`src/shared/pll_pkg.sv`:
```
// Shared constants and types for the synthesizer divider and lock control
package pll_pkg;
  // Clock rate and the phase window that the lock detector accepts
  localparam int unsigned CLOCK_PERIOD_NS = 10;
  localparam int unsigned PHASE_WINDOW_NS = 250;
  // A longest time rounds down to whole cycles
  localparam int unsigned WINDOW_CYCLES = PHASE_WINDOW_NS / CLOCK_PERIOD_NS;

  localparam int unsigned ERR_W = 6;
  localparam logic [ERR_W-1:0] WINDOW_COUNT = ERR_W'(WINDOW_CYCLES);
  localparam logic [ERR_W-1:0] ERR_RESET = 6'h00;
  localparam logic [ERR_W-1:0] ERR_FIRST = 6'h01;

  // Fixed local-oscillator ratio, 2464
  localparam logic [11:0] LO_RATIO = 12'h9a0;
  localparam logic [11:0] LO_RESET = 12'h000;

  // Reference ratios, 7 bits wide
  localparam logic [6:0] REF_RESET = 7'h00;
  localparam logic [6:0] RATIO_36 = 7'h24;
  localparam logic [6:0] RATIO_33 = 7'h21;
  localparam logic [6:0] RATIO_48 = 7'h30;
  localparam logic [6:0] RATIO_65 = 7'h41;
  localparam logic [6:0] RATIO_63 = 7'h3f;
  localparam logic [6:0] RATIO_64 = 7'h40;
  localparam logic [6:0] RATIO_35 = 7'h23;
  localparam logic [6:0] RATIO_32 = 7'h20;
  localparam logic [6:0] RATIO_49 = 7'h31;

  // Good comparisons needed before lock
  localparam logic [2:0] LOCK_COUNT = 3'h7;
  localparam logic [2:0] GOOD_RESET = 3'h0;

  // Three-state select pin as seen by the pin receiver
  typedef enum logic [1:0] {
    LEVEL_LOW  = 2'b00,
    LEVEL_OPEN = 2'b01,
    LEVEL_HIGH = 2'b10
  } tri_level_t;

  // Four-state loop control pin
  typedef enum logic [1:0] {
    LOOP_GND    = 2'b00,
    LOOP_SUPPLY = 2'b01,
    LOOP_HALF   = 2'b10,
    LOOP_OPEN   = 2'b11
  } loop_level_t;

  typedef enum logic [1:0] {
    PUMP_OFF   = 2'b00,
    PUMP_200UA = 2'b01,
    PUMP_300UA = 2'b10
  } pump_current_t;

  typedef enum logic [1:0] {
    PFD_IDLE   = 2'b00,
    PFD_SOURCE = 2'b01,
    PFD_SINK   = 2'b10
  } pfd_state_t;

  typedef struct packed {
    tri_level_t first;
    tri_level_t second;
  } ref_select_t;

  typedef struct packed {
    logic          source;
    logic          sink;
    pump_current_t current;
  } pump_t;
endpackage

```
`src/verilog/pll_divider_lock_control.sv`:
```
// Reference and LO dividers, phase detector, pump control, lock detector
`timescale 1ns/1ns
`default_nettype none

// Overview of operation
// - The VCO edges are divided by a fixed 2464 before the phase detector.
// - The reference ratio is one of nine, chosen by two three-state select pins.
// - First select low gives 36 with second open, 33 with it high, 48 with it low.
// - First select open gives 65 with second open, 63 with it high, 64 with it low.
// - First select high gives 35 with second open, 32 with it high, 49 with it low.
// - With the intended crystals both divider outputs run at 512 kHz in lock.
// - The three-state phase detector makes the pump source, sink or idle.
// - Loop control low gives 200 uA pump current, high gives 300 uA, lock valid.
// - Loop control at half supply switches the pump current off.
// - Loop control at half supply puts the LO divider output on the test pin.
// - Loop control open puts the reference divider output on the test pin.
// - Loop control open grounds the loop amplifier input node.
// - Lock is shown only after seven successive comparisons under 250 ns.
// - Loop control at half supply or open disables the lock detector.
module pll_divider_lock_control (
  input  wire logic                 i_clock,
  input  wire logic                 i_rst,
  input  wire logic                 i_reference_input,
  input  wire logic                 i_vco_input,
  input  wire pll_pkg::ref_select_t i_ref_select,
  input  wire pll_pkg::loop_level_t i_loop_control_pin,
  output var  pll_pkg::pump_t       o_pump_output,
  output logic                      o_loop_amp_node_ground,
  output logic                      o_test_monitor_output,
  output logic                      o_lock_indicator,
  output logic                      o_lock_indicator_oe
);

  logic                          ref_prev;
  logic                          vco_prev;
  logic                          ref_rise;
  logic                          vco_rise;
  logic [6:0]                    reference_ratio;
  logic [6:0]                    ref_cnt;
  logic [11:0]                   lo_cnt;
  logic                          ref_tick;
  logic                          lo_tick;
  pll_pkg::pfd_state_t           pfd_state;
  pll_pkg::pfd_state_t           next_pfd_state;
  logic [pll_pkg::ERR_W-1:0]     err_cnt;
  logic                          cmp_done;
  logic                          cmp_good;
  logic [2:0]                    good_cnt;
  logic                          locked;
  logic                          lock_enabled;
  pll_pkg::pump_current_t        next_current;

  assign ref_rise = i_reference_input & ~ref_prev;
  assign vco_rise = i_vco_input & ~vco_prev;
  assign lock_enabled = (i_loop_control_pin == pll_pkg::LOOP_GND) ||
                        (i_loop_control_pin == pll_pkg::LOOP_SUPPLY);

  always_ff @(posedge i_clock or posedge i_rst) begin
    if (i_rst) begin
      ref_prev <= 1'b0;
      vco_prev <= 1'b0;
    end else begin
      ref_prev <= i_reference_input;
      vco_prev <= i_vco_input;
    end
  end

  // Ratio table; the seven unused select codes fall back to the open/open entry
  always_comb begin
    unique case (i_ref_select)
      {pll_pkg::LEVEL_LOW, pll_pkg::LEVEL_OPEN}:  reference_ratio = pll_pkg::RATIO_36;
      {pll_pkg::LEVEL_LOW, pll_pkg::LEVEL_HIGH}:  reference_ratio = pll_pkg::RATIO_33;
      {pll_pkg::LEVEL_LOW, pll_pkg::LEVEL_LOW}:   reference_ratio = pll_pkg::RATIO_48;
      {pll_pkg::LEVEL_OPEN, pll_pkg::LEVEL_OPEN}: reference_ratio = pll_pkg::RATIO_65;
      {pll_pkg::LEVEL_OPEN, pll_pkg::LEVEL_HIGH}: reference_ratio = pll_pkg::RATIO_63;
      {pll_pkg::LEVEL_OPEN, pll_pkg::LEVEL_LOW}:  reference_ratio = pll_pkg::RATIO_64;
      {pll_pkg::LEVEL_HIGH, pll_pkg::LEVEL_OPEN}: reference_ratio = pll_pkg::RATIO_35;
      {pll_pkg::LEVEL_HIGH, pll_pkg::LEVEL_HIGH}: reference_ratio = pll_pkg::RATIO_32;
      {pll_pkg::LEVEL_HIGH, pll_pkg::LEVEL_LOW}:  reference_ratio = pll_pkg::RATIO_49;
      default:                                    reference_ratio = pll_pkg::RATIO_65;
    endcase
  end

  // Reference divider; a ratio change mid-count wraps at once rather than
  // running up to 127, so a step of one settles within a single period
  always_ff @(posedge i_clock or posedge i_rst) begin
    if (i_rst) begin
      ref_cnt  <= pll_pkg::REF_RESET;
      ref_tick <= 1'b0;
    end else begin
      ref_tick <= 1'b0;
      if (ref_rise) begin
        if (ref_cnt >= reference_ratio - 7'h01) begin
          ref_cnt  <= pll_pkg::REF_RESET;
          ref_tick <= 1'b1;
        end else begin
          ref_cnt <= ref_cnt + 7'h01;
        end
      end
    end
  end

  // Fixed LO divider
  always_ff @(posedge i_clock or posedge i_rst) begin
    if (i_rst) begin
      lo_cnt  <= pll_pkg::LO_RESET;
      lo_tick <= 1'b0;
    end else begin
      lo_tick <= 1'b0;
      if (vco_rise) begin
        if (lo_cnt == pll_pkg::LO_RATIO - 12'h001) begin
          lo_cnt  <= pll_pkg::LO_RESET;
          lo_tick <= 1'b1;
        end else begin
          lo_cnt <= lo_cnt + 12'h001;
        end
      end
    end
  end

  // Three-state detector: the leading divider opens a pump pulse,
  // the lagging one closes it; simultaneous edges are a zero-error compare
  always_comb begin
    next_pfd_state = pfd_state;
    cmp_done = 1'b0;
    unique case (pfd_state)
      pll_pkg::PFD_IDLE: begin
        if (ref_tick && lo_tick) begin
          cmp_done = 1'b1;
        end else if (ref_tick) begin
          next_pfd_state = pll_pkg::PFD_SOURCE;
        end else if (lo_tick) begin
          next_pfd_state = pll_pkg::PFD_SINK;
        end
      end
      pll_pkg::PFD_SOURCE: begin
        if (lo_tick) begin
          next_pfd_state = pll_pkg::PFD_IDLE;
          cmp_done = 1'b1;
        end
      end
      pll_pkg::PFD_SINK: begin
        if (ref_tick) begin
          next_pfd_state = pll_pkg::PFD_IDLE;
          cmp_done = 1'b1;
        end
      end
      default: begin
        next_pfd_state = pll_pkg::PFD_IDLE;
      end
    endcase
  end

  always_ff @(posedge i_clock or posedge i_rst) begin
    if (i_rst) begin
      pfd_state <= pll_pkg::PFD_IDLE;
    end else begin
      pfd_state <= next_pfd_state;
    end
  end

  // Edge distance in clock cycles; saturates so a far-off loop never wraps
  // back into the window
  always_ff @(posedge i_clock or posedge i_rst) begin
    if (i_rst) begin
      err_cnt <= pll_pkg::ERR_RESET;
    end else if (next_pfd_state == pll_pkg::PFD_IDLE) begin
      err_cnt <= pll_pkg::ERR_RESET;
    end else if (pfd_state == pll_pkg::PFD_IDLE) begin
      err_cnt <= pll_pkg::ERR_FIRST;
    end else if (err_cnt != {pll_pkg::ERR_W{1'b1}}) begin
      err_cnt <= err_cnt + pll_pkg::ERR_FIRST;
    end
  end

  assign cmp_good = err_cnt < pll_pkg::WINDOW_COUNT;

  // Lock counter
  always_ff @(posedge i_clock or posedge i_rst) begin
    if (i_rst) begin
      good_cnt <= pll_pkg::GOOD_RESET;
      locked   <= 1'b0;
    end else if (!lock_enabled) begin
      good_cnt <= pll_pkg::GOOD_RESET;
      locked   <= 1'b0;
    end else if (cmp_done) begin
      if (!cmp_good) begin
        good_cnt <= pll_pkg::GOOD_RESET;
        locked   <= 1'b0;
      end else if (good_cnt != pll_pkg::LOCK_COUNT) begin
        good_cnt <= good_cnt + 3'h1;
        locked   <= good_cnt == pll_pkg::LOCK_COUNT - 3'h1;
      end
    end
  end

  // Pump current choice from the loop control pin
  always_comb begin
    unique case (i_loop_control_pin)
      pll_pkg::LOOP_GND:    next_current = pll_pkg::PUMP_200UA;
      pll_pkg::LOOP_SUPPLY: next_current = pll_pkg::PUMP_300UA;
      pll_pkg::LOOP_HALF:   next_current = pll_pkg::PUMP_OFF;
      pll_pkg::LOOP_OPEN:   next_current = pll_pkg::PUMP_OFF;
    endcase
  end

  // Registered pin drivers; the pump is taken from the next detector state, so it changes in the same cycle as pfd_state
  always_ff @(posedge i_clock or posedge i_rst) begin
    if (i_rst) begin
      o_pump_output <= '{source: 1'b0, sink: 1'b0, current: pll_pkg::PUMP_OFF};
    end else begin
      o_pump_output.current <= next_current;
      o_pump_output.source  <= (next_current != pll_pkg::PUMP_OFF) &&
                               (next_pfd_state == pll_pkg::PFD_SOURCE);
      o_pump_output.sink    <= (next_current != pll_pkg::PUMP_OFF) &&
                               (next_pfd_state == pll_pkg::PFD_SINK);
    end
  end

  always_ff @(posedge i_clock or posedge i_rst) begin
    if (i_rst) begin
      o_loop_amp_node_ground <= 1'b0;
    end else begin
      o_loop_amp_node_ground <= i_loop_control_pin == pll_pkg::LOOP_OPEN;
    end
  end

  // Test pin: square wave at the selected divider's output rate, low otherwise
  always_ff @(posedge i_clock or posedge i_rst) begin
    if (i_rst) begin
      o_test_monitor_output <= 1'b0;
    end else begin
      unique case (i_loop_control_pin)
        pll_pkg::LOOP_HALF:
          o_test_monitor_output <= lo_cnt < (pll_pkg::LO_RATIO >> 1);
        pll_pkg::LOOP_OPEN:
          o_test_monitor_output <= ref_cnt < (reference_ratio >> 1);
        pll_pkg::LOOP_GND, pll_pkg::LOOP_SUPPLY:
          o_test_monitor_output <= 1'b0;
      endcase
    end
  end

  // Open collector: released in lock so the external pull-up shows high
  assign o_lock_indicator    = 1'b0;
  assign o_lock_indicator_oe = ~locked;
endmodule

`default_nettype wire
```
`config.mk`:
```
export PLATFORM = sky130hd
export DESIGN_NAME = pll_divider_lock_control
export DESIGN_NICKNAME = d
export VERILOG_FILES = /design/src/shared/pll_pkg.sv /design/src/verilog/pll_divider_lock_control.sv
export SDC_FILE = /design/constraint.sdc
export NUM_CORES = 1
export LEC_CHECK = 0
export ABC_AREA = 1
export BUFFER_PORTS_ARGS = -buffer_cell sky130_fd_sc_hd__buf_2
export CORE_MARGIN = 1
export CORE_UTILIZATION = 24
export CTS_CLUSTER_DIAMETER = 150
export DETAILED_ROUTE_END_ITERATION = 10
export SETUP_SLACK_MARGIN = 0.05
export SYNTH_ARGS = -nofsm -noshare
export SYNTH_HDL_FRONTEND = slang
export SYNTH_SLANG_ARGS = --single-unit
export TNS_END_PERCENT = 30
```
`constraint.sdc`:
```
create_clock -name i_clock -period 3 [get_ports i_clock]
set_input_delay 0.6 -clock i_clock [delete_from_list [all_inputs] [get_ports i_clock]]
set_output_delay 0.6 -clock i_clock [all_outputs]
set_load 0.05 [all_outputs]
```
Word-level counts from Yosys, hierarchy flattened. Memory sizes are Yosys's and may differ from the RTL's. Index checks and enable logic that the tools add are counted.

Register bits: 41. Bits in latches: 0. Memory bits (writable): 0. ROM bits: 112. Input port bits: 10. Output and inout bits: 8. Logic and storage cells: 84. Memories kept: 1.

Add/subtract/negate cells: 5. $mul: 0. Div/mod/pow operators: 0. $lt $le $gt $ge: 4. Equal/unequal tests: 13. Shift-type cells: 0. Muxes and demuxes: 29. Bitwise logic cells: 5. Reduce and logical (&&, ||, !) cells: 12.

Memories: (no name shown) (words 16, bits a word 7, read ports 1, clocked after Yosys merged registers in 0, write ports 0, line pll_divider_lock_control.sv:70) `unique case (i_ref_select)`.

Operators with widths (number): 6-bit 2-to-1 mux (3); 12-bit by 1-bit adder with 12-bit output (second input constant) (1); 12-bit equality test (second input constant) (1); 12-bit by 11-bit less-than comparator with 1-bit output (second input constant) (1); 12-bit 2-to-1 mux (1); 3-bit 2-to-1 mux (4); 2-bit one-hot mux with 3 select lines (2); 1-bit 2-to-1 mux (11); 2-bit 2-to-1 mux (5); 2-bit equality test (second input constant) (4); 7-bit by 1-bit adder with 7-bit output (second input constant) (1); 7-bit >= comparator (1); 7-bit by 6-bit less-than comparator with 1-bit output (1); 7-bit 2-to-1 mux (1); 7-bit by 1-bit subtractor with 7-bit output (second input constant) (1); 6-bit by 1-bit adder with 6-bit output (second input constant) (1); 2-bit by 1-bit equality test with 1-bit output (second input constant) (3); 2-bit logical NOT (3); 6-bit by 5-bit less-than comparator with 1-bit output (second input constant) (1); 6-bit inequality test (second input constant) (1); 1-bit one-hot mux with 3 select lines (2); 2-bit OR reduction (2); 3-bit by 1-bit adder with 3-bit output (second input constant) (1); 3-bit equality test (second input constant) (1); other kinds (10) (15).

Logic depth before layout (Yosys ltp). Gate-level depths: netlist of the first run.

Depth in word-level cells: 6. Gate-level depth with buffers: 17. Depth with buffers taken out: 17.

Worst setup path before layout of the first run. OpenSTA, ideal clock, no wires.

Kind: in2reg. From: in i_ref_select[0] (netlist bit). To: reg ref_cnt[1]. Library setup time: 77 ps. Arrival time: 2489 ps. Data required time: 2923 ps. Setup slack: 434 ps. Stages: 14. Buffers on the path: 0. Cell sequence: inv_2 > nand4_1 > o21ai_0 > inv_1 > ha_1 > inv_1 > nor2_1 > xnor2_1 > ha_1 > a21oi_1 > nor2_1 > a211oi_1 > nand2_2 > a21oi_1.

Cells in the longest elaborated chain, start to end: 4.

RTL lines: from (decl) (line pll_divider_lock_control.sv:25) `input wire pll_pkg::ref_select_t i_ref_select,`; memory read 16 x 7 bit; 7-bit by 1-bit subtractor with 7-bit output (line pll_divider_lock_control.sv:93) `if (ref_cnt >= reference_ratio - 7'h01) begin`; 7-bit >= comparator (line pll_divider_lock_control.sv:93); 7-bit 2-to-1 mux (line pll_divider_lock_control.sv:93); to (signal assigned) (line pll_divider_lock_control.sv:88) `ref_cnt <= pll_pkg::REF_RESET;`; to (signal assigned) (line pll_divider_lock_control.sv:94) `ref_cnt <= pll_pkg::REF_RESET;`; to (signal assigned) (line pll_divider_lock_control.sv:97) `ref_cnt <= ref_cnt + 7'h01;`; to (decl) (line pll_divider_lock_control.sv:39) `logic [6:0] ref_cnt;`.

Every way passes these cells. A chain may end at the register's enable or synchronous reset.

Final worst setup path of the first run.
From: in i_ref_select[1] (netlist bit). To: reg ref_cnt[3].

The elaborated chain is that of the path after synthesis.

==> metrics.md, run 1 <==
| Metric | Value |
|---|---|
| Synthesis Warnings | `0` |
| Area of the multi-input gates | `around 1200 µm²` |
| Cells after synthesis | `301` |
| Reg-to-reg slack, setup | `1.35 ns` |
| DR vias | `about 2000` |
| Worst-Margin Slew | `between 0.5 and 0.6 ns` |
| Relative slew slack | `65.8%` |
| DRT iter0 DRCs | `61` |
| Io pins | `18` |
| Fmax | `0.374 GHz` |
| Syn avg cell area | `8.05 µm²` |
| WHS | `0.409 ns` |
| Post-Synthesis Cell Area | `2420 µm²` |
| Setup tns final | `0 ns` |
| Worst skew pair latency | `a little under 0.3 ns` |
| Most frequent cells after synthesis | `nand2_1 (57), inv_1 (45), dfrtp_1 (41)` |
| Final GP Congestion | `between 0.7 and 0.8` |
| Vias per cell | `between 4 and 5` |
| Final count of negative-setup-slack endpoints | `0` |
| R2r endpoint | `ref_cnt[3]$_DFFE_PP0P_` |
| Total die area | `10500 µm²` |
| Power density over cell area | `~660 nW/µm²` |
| CP arrival | `2.89 ns` |
| FF+latch area | `1030 µm²` |
| Drt first pass iters | `4` |
| RSZ-0062 raised after global routing | `false` |
| HPWL after detailed placement | `about 3600 µm` |
| Max-Cap Viols | `0` |
| Final clock skew | `between 0.009 and 0.01 ns` |
| Hold Vio Cnt, Final | `0` |
| Hold/Removal Path Class | `primary input to async pin` |
| Die height | `102 µm` |
| Async S/R FF share, synth | `100%` |
| Setup crit start kind | `primary input` |
| Layout cells sized above 1 | `12.1%` |
| Filler Cell Count | `1042` |
| Largest net degree at the start of global routing | `42` |
| Syn Nets | `328` |
| # Post-CTS Setup Buffers | `0` |
| Fin crit period | `2.67 ns` |
| CP Data Required Time | `roughly 3.2 ns` |
| Final period utilization | `between 80 and 90%` |
| Clock-pin transition on the worst setup and hold timing paths | `roughly 0.08 ns` |
| Area growth syn-to-layout | `13.9%` |
| Slowest stage delay, CP | `0.29 ns` |
| Antenna cells | `0` |
| First-pass GRT wire length | `8120 µm` |
| Pre-CTS setup slack | `between 0.04 and 0.05 ns` |
| Avg WL per Cell | `just over 10 µm` |
| CP max FO | `7` |
| H-tree levels | `2` |
| Drt drc | `0` |
| Top cells by area, synth | `dfrtp_1 (42%), nand2_1 (8.8%), ha_1 (8.8%)` |
| # nets final | `349` |
| Fin worst setup slack | `~0.33 ns` |
| Initial antenna violation count | `0` |
| Post-route ant nets | `0` |
| Leakage | `1.41 nW` |
| Vias in the first global route | `roughly 1900` |
| Critical path endpoint category | `flop` |
| Worst r2r src | `ref_cnt[4]$_DFFE_PP0P_` |
| Final wirelength | `4630 µm` |
| Clock sinks | `41` |
| Critical path origin | `i_ref_select[1]` |
| Total gr overflow | `0` |
| Largest area contributor in the netlist | `dfrtp_1` |
| Crit path top cell by count | `nor2_1` |
| CP Class | `primary input to flop` |
| CTS tree | `built` |
| Final Max Tran Viols | `0` |
| Number of CTS-inserted buffers | `5` |
| Unique cell type count in the Yosys netlist | `31` |
| Register bit total from synthesis | `41` |
| Core Area | `9770 µm²` |
| # hold bufs at CTS | `0` |
| Worst r2r path cells | `6` |
| Sequential area share after synthesis | `roughly 42%` |
| Clock Tree Root | `clkbuf_8` |
| Max VDD drop | `0.000296 V` |
| Row count | `36` |
| Ys flop type | `dfrtp_1` |
| Clock Path Buffers | `2` |
| Post-synth EDFFs | `0` |
| Status | `finished, final reports clean` |
| Port bufs | `16` |
| Die X | `between 100 and 150 µm` |
| Post-synth top area share | `between 40 and 50%` |
| Initial Util | `approximately a quarter` |
| Crit-path slowest cell | `ha_1` |
| Critical-path cell list | `buf_2 > nor2_1 > nand2_1 > o21ai_0 > inv_1 > ha_1 > inv_1 > nor2_1 > xnor2_1 > ha_1 > a21oi_1 > nor2_1 > a211oi_1 > nand2_2 > a21oi_1` |
| Total track usage | `under 10%` |
| Top-count cell post-synth | `nand2_1` |
| Resize count post-CTS | `0` |
==> cell usage in the layout (no fill, tap or decap), drive strengths merged, types with 2 or more instances in the layout <==
cell type	synthesis	final
a21oi	18	18
a31oi	2	2
buf	4	18
clkbuf	0	5
dfrtp	41	41
ha	17	17
inv	48	48
nand2	58	58
nand3	25	25
nand4	8	8
nor2	32	32
nor3	8	8
nor3b	2	2
o21ai	15	15
o31ai	3	3
xnor2	2	2
xor2	13	13
==> final cells by class <==
type,count,area share (%)
well taps,133,6.03
clock inverters,2,1.27
flip-flops and latches,41,37.2
inverters,48,6.53
repair buffers,18,3.45
multi-input cells,208,43.0
clock buffers,5,2.49
==> power breakdown <==
part / total [mW] / switching, mW / internal, mW
clock: 0.432 / 0.190 / 0.242
combinational: 0.600 / 0.383 / 0.217
sequential: 0.792 / 0.122 / 0.670
total: 1.82 / 0.696 / 1.13
==> cell families after synthesis <==
group / Yosys count / share of synthesized area, %
and+or+nand+nor: 135 / 25.6
buffers and inverters: 52 / 8.63
DFF: 41 / 42.4
AOI/OAI and AO/OA: 40 / 9.04
adders and majority gates: 17 / 8.78
xor gates and xnor gates: 15 / 5.42
other: 1 / 0.155
==> metrics by stage <==
stage | total power, mW | util (%) | cells | cell area [µm²]
final | 1.82 | 28.2 | 455 | 2760
after global routing | 1.98 | 28.2 | 455 | 2760
after CTS | 1.84 | 28.2 | 455 | 2760
after detailed placement | 1.40 | 27.2 | 448 | 2660
after global placement | 1.38 | 27.2 | 448 | 2660
after floorplan | 1.25 | - | 301 | 2420
==> worst max-delay path by stage <==
| stage | end | cells past startpoint | slack, ns |
|---|---|---|---|
| floorplan | ref_cnt[1]$_DFFE_PP0P_ | 14 | 0.43 |
| global placement | ref_cnt[5]$_DFFE_PP0P_ | 15 | 0.16 |
| detailed placement | ref_cnt[3]$_DFFE_PP0P_ | 15 | 0.05 |
| CTS | ref_cnt[3]$_DFFE_PP0P_ | 15 | 0.34 |
| global route | ref_cnt[3]$_DFFE_PP0P_ | 15 | 0.10 |
| finish | ref_cnt[3]$_DFFE_PP0P_ | 15 | 0.33 |
==> sequential cells by signal, indices dropped and copies added (netlist names) <==
signal and flops:
locked 1, o_test_monitor_output 1, lo_tick 1, ref_cnt 7
vco_prev 1, err_cnt 6, pfd_state 2, good_cnt 3
ref_tick 1, ref_prev 1, lo_cnt 12, o_pump_output 4
o_loop_amp_node_ground 1
==> metal layers <==
metal	global-route usage, %	part of all wire, %	vias up
met5	0	0	-
met4	2.97	1.1	0
met3	2.87	4.3	6
met2	16.2	46	32
met1	12.8	49	908
li1	-	-	1011
==> critical path: cells and delay by family <==
family	cells	cell delay [ns]
buf+inv	3	0.27
simple gates	5	0.54
xor+xnor	1	0.14
compound gates	4	0.82
fa+ha+maj	2	0.50
Power figures use the tool's default switching activity.
==> inputs of run 2 (changes only) <==
- ABC_AREA: 1 -> not set
==> metrics.md, run 2 <==
| Metric | Value |
|---|---|
| Relative slew slack | `61.7% (was 65.8%)` |
| Core Area | `9820 µm² (was 9770 µm²)` |
| Initial Util | `24.8% (about the same)` |
| Leakage | `1.24 nW (was 1.41 nW)` |
| Die height | `103 µm (was 102 µm)` |
| Vias in the first global route | `1802 (was 1874)` |
| Clock Path Buffers | `2 (unchanged)` |
| Status | `finished, final reports clean (unchanged)` |
| Io pins | `18 (unchanged)` |
| Crit-path slowest cell | `and4bb_1 (was ha_1)` |
| WHS | `0.152 ns (was 0.409 ns)` |
| Max-Cap Viols | `0 (unchanged)` |
| Register bit total from synthesis | `41 (unchanged)` |
| Total track usage | `10.1% (was 9.95%)` |
| Syn Nets | `287 (was 328)` |
| Fmax | `0.368 GHz (was 0.374 GHz)` |
| Commonest non-fill, non-tap cell in the layout | `dfrtp_1 (was nand2_1)` |
| Hold Vio Cnt, Final | `0 (unchanged)` |
| R2r endpoint | `ref_cnt[2]$_DFFE_PP0P_ (was ref_cnt[3]$_DFFE_PP0P_)` |
| Comb power frac | `24.0% (was 32.9%)` |
| Drt drc | `0 (unchanged)` |
| Post-synth EDFFs | `0 (unchanged)` |
| Critical path endpoint category | `flop (unchanged)` |
| WP buf/inv | `2 (was 3)` |
| Final period utilization | `90.6% (was 89.1%)` |
| Clock Tree Root | `clkbuf_8 (unchanged)` |
| Largest register FFs | `12 (unchanged)` |
| Worst-Margin Slew | `0.573 ns (was 0.512 ns)` |
| Final clock skew | `0.00641 ns (was 0.00957 ns)` |
| Port bufs | `16 (unchanged)` |
| Clk pwr share | `28.2% (was 23.7%)` |
| Drt first pass iters | `4 (unchanged)` |
| HPWL after detailed placement | `3580 µm (was 3570 µm)` |
| Syn avg cell area | `9.36 µm² (was 8.05 µm²)` |
| Cells after synthesis | `260 (was 301)` |
| Avg WL per Cell | `11.6 µm (was 10.2 µm)` |
| Post-synth top area share | `42.1% (was 42.4%)` |
| CP max FO | `5 (was 7)` |
| Fin crit period | `2.72 ns (was 2.67 ns)` |
| CTS tree | `built (unchanged)` |
| Post-route ant nets | `0 (unchanged)` |
| Reg-to-reg slack, setup | `1.18 ns (was 1.35 ns)` |
| Die X | `103 µm (was 102 µm)` |
| Total die area | `10600 µm² (was 10500 µm²)` |
| DRT iter0 DRCs | `49 (was 61)` |
| Tot Pwr | `1.54 mW (was 1.82 mW)` |
| Worst skew pair latency | `0.29 ns (about the same)` |
| Synthesis Warnings | `0 (unchanged)` |
| Largest reg by FF count | `lo_cnt (unchanged)` |
| Sequential share of power | `47.9% (was 43.4%)` |
| Final GP Congestion | `0.789 (was 0.780)` |
| Sequential area share after synthesis | `42.1% (was 42.4%)` |
| Top cells by area, synth | `dfrtp_1 (42%), ha_1 (8.7%), nor2_1 (4.9%) (was dfrtp_1 (42%), nand2_1 (8.8%), ha_1 (8.8%))` |
| Hold/Removal Path Class | `primary input to async pin (unchanged)` |
| End of the critical path | `ref_cnt[5]$_DFFE_PP0P_ (was ref_cnt[3]$_DFFE_PP0P_)` |
| Critical path's top delay family | `simple AND/OR/NAND/NOR gates (was compound AO/OA/AOI/OAI gates)` |
| Slowest stage delay, CP | `0.31 ns (was 0.29 ns)` |
| Unique cell type count in the Yosys netlist | `53 (was 31)` |
| Clock sinks | `41 (unchanged)` |
| Largest area contributor in the netlist | `dfrtp_1 (unchanged)` |
| Initial antenna violation count | `0 (unchanged)` |
| Switch share | `32.8% (was 38.2%)` |
| Final Max Tran Viols | `0 (unchanged)` |
| Worst r2r src | `ref_cnt[2]$_DFFE_PP0P_ (was ref_cnt[4]$_DFFE_PP0P_)` |
| RSZ-0062 raised after global routing | `false (unchanged)` |
| Most frequent cells in the layout | `dfrtp_1 (41), nor2_1 (32), ha_1 (17) (was nand2_1 (57), inv_1 (45), dfrtp_1 (41))` |
| Total gr overflow | `0 (unchanged)` |
| Setup tns final | `0 ns (unchanged)` |
| # nets final | `313 (was 349)` |
| DR vias | `1950 (was 1957)` |
| Pre-CTS setup slack | `-0.0871 ns (was 0.0466 ns)` |
| First-pass GRT wire length | `8290 µm (was 8120 µm)` |
| Max VDD drop | `0.000213 V (was 0.000296 V)` |
| Fin worst setup slack | `0.282 ns (was 0.327 ns)` |
| Critical-path cell list | `buf_2 > and4bb_1 > a31oi_2 > ha_1 > inv_1 > o21ai_0 > a221oi_2 > ha_1 > a21oi_1 > nor2_1 > a211oi_2 > nor2_1 > nor4_1 (was buf_2 > nor2_1 > nand2_1 > o21ai_0 > inv_1 > ha_1 > inv_1 > nor2_1 > xnor2_1 > ha_1 > a21oi_1 > nor2_1 > a211oi_1 > nand2_2 > a21oi_1)` |
| # Post-CTS Setup Buffers | `0 (unchanged)` |
| Most frequent cells after synthesis | `dfrtp_1 (41), nor2_1 (32), ha_1 (17) (was nand2_1 (57), inv_1 (45), dfrtp_1 (41))` |
| Critical path origin | `i_ref_select[0] (was i_ref_select[1])` |
| Clock-pin transition on the worst setup and hold timing paths | `0.08 ns (about the same)` |
| Final wirelength | `4850 µm (was 4630 µm)` |
| Number of CTS-inserted buffers | `5 (unchanged)` |
| Row count | `36 (unchanged)` |
| Ys flop type | `dfrtp_1 (unchanged)` |
| Layout cells sized above 1 | `15.7% (was 12.1%)` |
| CP Class | `primary input to flop (unchanged)` |
| Top-count cell post-synth | `dfrtp_1 (was nand2_1)` |
| Power density over cell area | `542 nW/µm² (was 661 nW/µm²)` |
| Antenna cells | `0 (unchanged)` |
| Async S/R FF share, synth | `100% (unchanged)` |
| Largest net degree at the start of global routing | `40 (was 42)` |
| Post-Synthesis Cell Area | `2430 µm² (was 2420 µm²)` |
| Setup crit start kind | `primary input (unchanged)` |
| Worst r2r path cells | `6 (unchanged)` |
| Area growth syn-to-layout | `16.4% (was 13.9%)` |
| CP Data Required Time | `3.20 ns (was 3.21 ns)` |
| NetSw | `503 µW (was 696 µW)` |
| # hold bufs at CTS | `0 (unchanged)` |
| H-tree levels | `2 (unchanged)` |
| Int Power | `1.03 mW (was 1.13 mW)` |
| Vias per cell | `4.65 (was 4.30)` |
| Top Registers | `lo_cnt: 12 flops, ref_cnt: 7 flops, err_cnt: 6 flops (unchanged)` |
| CP arrival | `2.91 ns (was 2.89 ns)` |
| Stages on worst setup path | `13 (was 15)` |
| Resize count post-CTS | `0 (unchanged)` |
| Final count of negative-setup-slack endpoints | `0 (unchanged)` |
| Final core utilization | `28.9% (was 28.2%)` |
## run 2: area by class of cell
type                            instances  area [µm²]
Fill cell                            1061        6980
Multi-Input combinational cell        200        1340
Sequential cell                        41        1030
Tap cell                              133         166
Timing Repair Buffer                   27         163
Clock buffer                            5        68.8
Inverter                               11        41.3
Clock inverter                          2        35.0
## run 2: cells by family after synthesis
group / after synthesis / synth area share (%)
AO/OA/AOI/OAI: 51 / 13.9
XOR/XNOR: 15 / 5.40
adder cells (fa/ha/maj): 17 / 8.74
buffers and inverters: 19 / 3.49
flip-flops: 41 / 42.1
multiplexers: 1 / 0.411
other: 1 / 0.154
AND/OR/NAND/NOR: 115 / 25.8
## run 2: worst min path at each step
stage / end / slack [ns] / depth (start not counted)
floorplan: pfd_state[1]$_DFF_PP0_ / 0.48 / 1
global placement: locked$_DFFE_PP0P_ / 0.46 / 2
detailed placement: locked$_DFFE_PP0P_ / 0.47 / 2
CTS: locked$_DFFE_PP0P_ / 0.15 / 2
global route: locked$_DFFE_PP0P_ / 0.15 / 2
finish: locked$_DFFE_PP0P_ / 0.15 / 2
## run 2: power groups by stage
stage / Sequential (mW) / Combinational, mW / Clock, mW
global placement: 0.744 / 0.358 / 0
CTS: 0.735 / 0.370 / 0.447
global route: 0.749 / 0.429 / 0.468
finish: 0.735 / 0.368 / 0.433
floorplan: 0.745 / 0.265 / 0
detailed placement: 0.746 / 0.367 / 0
## run 2: routing by layer
metal	wire length [µm]	track usage [%]	part of all wire, %
met5	0	0	0
met4	55	3.30	1.1
met3	142	2.64	2.9
met2	2210	15.8	46
met1	2450	13.5	50
## run 2: stage by stage
step | cell area [µm²] | instances
floorplan | 2430 | 260
global placement | 2720 | 412
detailed placement | 2720 | 412
CTS | 2820 | 419
global route | 2840 | 419
finish | 2840 | 419
==> inputs of run 3 (changes only) <==
- clock period: 3 -> 2.2 ns (I/O delays scaled with it)
==> metrics.md, run 3 (synthesized netlist as in run 2, its figures left out) <==
| Metric | Value |
|---|---|
| Hold Vio Cnt, Final | `0 (unchanged)` |
| Layout cells sized above 1 | `23.6% (was 15.7%)` |
| Final core utilization | `31.2% (was 28.9%)` |
| Die X | `103 µm (unchanged)` |
| Total track usage | `10.5% (was 10.1%)` |
| Core Area | `9820 µm² (unchanged)` |
| Antenna cells | `0 (unchanged)` |
| Total die area | `10600 µm² (unchanged)` |
| Vias in the first global route | `1871 (was 1802)` |
| Layout Cell Area excl Fill | `3060 µm² (was 2840 µm²)` |
| Drt drc | `0 (unchanged)` |
| Relative slew slack | `65.8% (was 61.7%)` |
| Number of CTS-inserted buffers | `5 (unchanged)` |
| Clock sinks | `41 (unchanged)` |
| Fmax | `0.421 GHz` |
| Final Instance Count excl. Fillers | `442 (was 419)` |
| Tot Pwr | `2.18 mW (was 1.54 mW)` |
| Final period utilization | `108%` |
| CP max FO | `5 (unchanged)` |
| Total gr overflow | `0 (unchanged)` |
| Setup crit start kind | `primary input (unchanged)` |
| Fin worst setup slack | `-0.175 ns (was 0.282 ns)` |
| Setup tns final | `-1.36 ns (was 0 ns)` |
| RSZ-0062 raised after global routing | `true (was false)` |
| Area growth syn-to-layout | `25.7% (was 16.4%)` |
| Final clock skew | `0.00886 ns (was 0.00641 ns)` |
| Top Registers | `lo_cnt: 12 flops, ref_cnt: 7 flops, err_cnt: 6 flops (unchanged)` |
| CP Data Required Time | `2.37 ns (was 3.20 ns)` |
| Final Max Tran Viols | `0 (unchanged)` |
| Initial antenna violation count | `0 (unchanged)` |
| Fin crit period | `2.37 ns` |
| First-pass GRT wire length | `8730 µm (was 8290 µm)` |
| Clock-pin transition on the worst setup and hold timing paths | `0.07 ns (was 0.08 ns)` |
| Final wirelength | `5140 µm (was 4850 µm)` |
| DRT iter0 DRCs | `117 (was 49)` |
| Inst Count DP | `422 (was 412)` |
| Commonest non-fill, non-tap cell in the layout | `dfrtp_1 (unchanged)` |
| H-tree levels | `2 (unchanged)` |
| Initial Util | `24.8% (unchanged)` |
| CTS tree | `built (unchanged)` |
| Avg WL per Cell | `11.6 µm (about the same)` |
| Die height | `103 µm (unchanged)` |
| Violated checks | `negative setup slack` |
| Port bufs | `16 (unchanged)` |
| Row count | `36 (unchanged)` |
| Final GP Congestion | `0.728 (was 0.789)` |
| Clock Path Buffers | `2 (unchanged)` |
| Vias per cell | `4.58 (was 4.65)` |
| # nets final | `335 (was 313)` |
| CP arrival | `2.54 ns (was 2.91 ns)` |
| DR vias | `2023 (was 1950)` |
| Clock Tree Root | `clkbuf_8 (unchanged)` |
| Post-route ant nets | `0 (unchanged)` |
| Largest reg by FF count | `lo_cnt (unchanged)` |
| Critical path endpoint category | `flop (unchanged)` |
| Max VDD drop | `0.000272 V (was 0.000213 V)` |
| Most frequent cells in the layout | `dfrtp_1 (41), buf_4 (32), nor2_1 (31) (was dfrtp_1 (41), nor2_1 (32), ha_1 (17))` |
| CP Class | `primary input to flop (unchanged)` |
| Power density over cell area | `713 nW/µm² (was 542 nW/µm²)` |
| HPWL after detailed placement | `3690 µm (was 3580 µm)` |
| Worst-Margin Slew | `0.514 ns (was 0.573 ns)` |
| Final count of negative-setup-slack endpoints | `9 (was 0)` |
| Largest net degree at the start of global routing | `41 (was 40)` |
| Io pins | `18 (unchanged)` |
| Leakage | `1.36 nW (was 1.24 nW)` |
| Pre-CTS setup slack | `-0.642 ns (was -0.0871 ns)` |
| Status | `complete, but fails checks (was finished, final reports clean)` |
| Hold/Removal Path Class | `primary input to flop (was primary input to async pin)` |
| Largest register FFs | `12 (unchanged)` |
| WHS | `0.286 ns (was 0.152 ns)` |
| Max-Cap Viols | `0 (unchanged)` |
| Drt first pass iters | `4 (unchanged)` |
| Worst skew pair latency | `0.29 ns (about the same)` |
| Dpl cell area | `2810 µm² (was 2720 µm²)` |
run 3: final timing paths:
kind / start / end / slack [ns] / cells after the start
worst max register to register: ref_cnt[2]$_DFFE_PP0P_ / ref_cnt[3]$_DFFE_PP0P_ / 0.43 / 6
worst min register to register: ref_tick$_DFF_PP0_ / pfd_state[1]$_DFF_PP0_ / 0.52 / 1
worst max-delay path: i_ref_select[2] / ref_cnt[3]$_DFFE_PP0P_ / -0.17 / 13
max in group asynchronous: i_rst / vco_prev$_DFF_PP0_ / 1.00 / 4
worst min-delay path: i_reference_input / ref_prev$_DFF_PP0_ / 0.29 / 1
min in group asynchronous: i_rst / good_cnt[2]$_DFFE_PP0P_ / 0.52 / 3
run 3: power by group:
group / internal [mW] / total, mW / switching, mW
Clock: 0.369 / 0.631 / 0.262
Combinational: 0.248 / 0.545 / 0.297
Sequential: 0.859 / 1.01 / 0.147
Total: 1.48 / 2.18 / 0.706
run 3: layer usage:
layer,track usage [%],wire (µm),up-vias
met4,2.64,25,0
met1,14.2,2470,954
met2,16.9,2400,39
li1,-,-,1026
met5,0,0,-
met3,2.64,241,4
run 3: worst max-delay path, cell delays in order:
cell and delay, ns:
buf_2 0.12, and4bb_1 0.21, a31oi_2 0.18, ha_2 0.21, inv_2 0.06, nor2_1 0.13, a221oi_2 0.05, ha_1 0.34
buf_4 0.12, nand4_1 0.08, a311o_2 0.37, nor2_4 0.16, nor3_1 0.07
run 3: what timing repair did:
item                       4_1_cts  5_1_grt
pin swaps                        5        0
gates resized for setup         10        1
hold endpoints to repair         1        0
buffers inserted                11        0
setup endpoints to repair        8        9
hold buffers                     1        0
run 3: layout make-up:
type	instances	area [µm²]
timing repair buffer	49	349
tap	133	166
clock inverter	2	37.5
clock buffer	6	82.6
fill	1024	6760
inverter	11	41.3
sequential	41	1030
multi-input combinational	200	1360
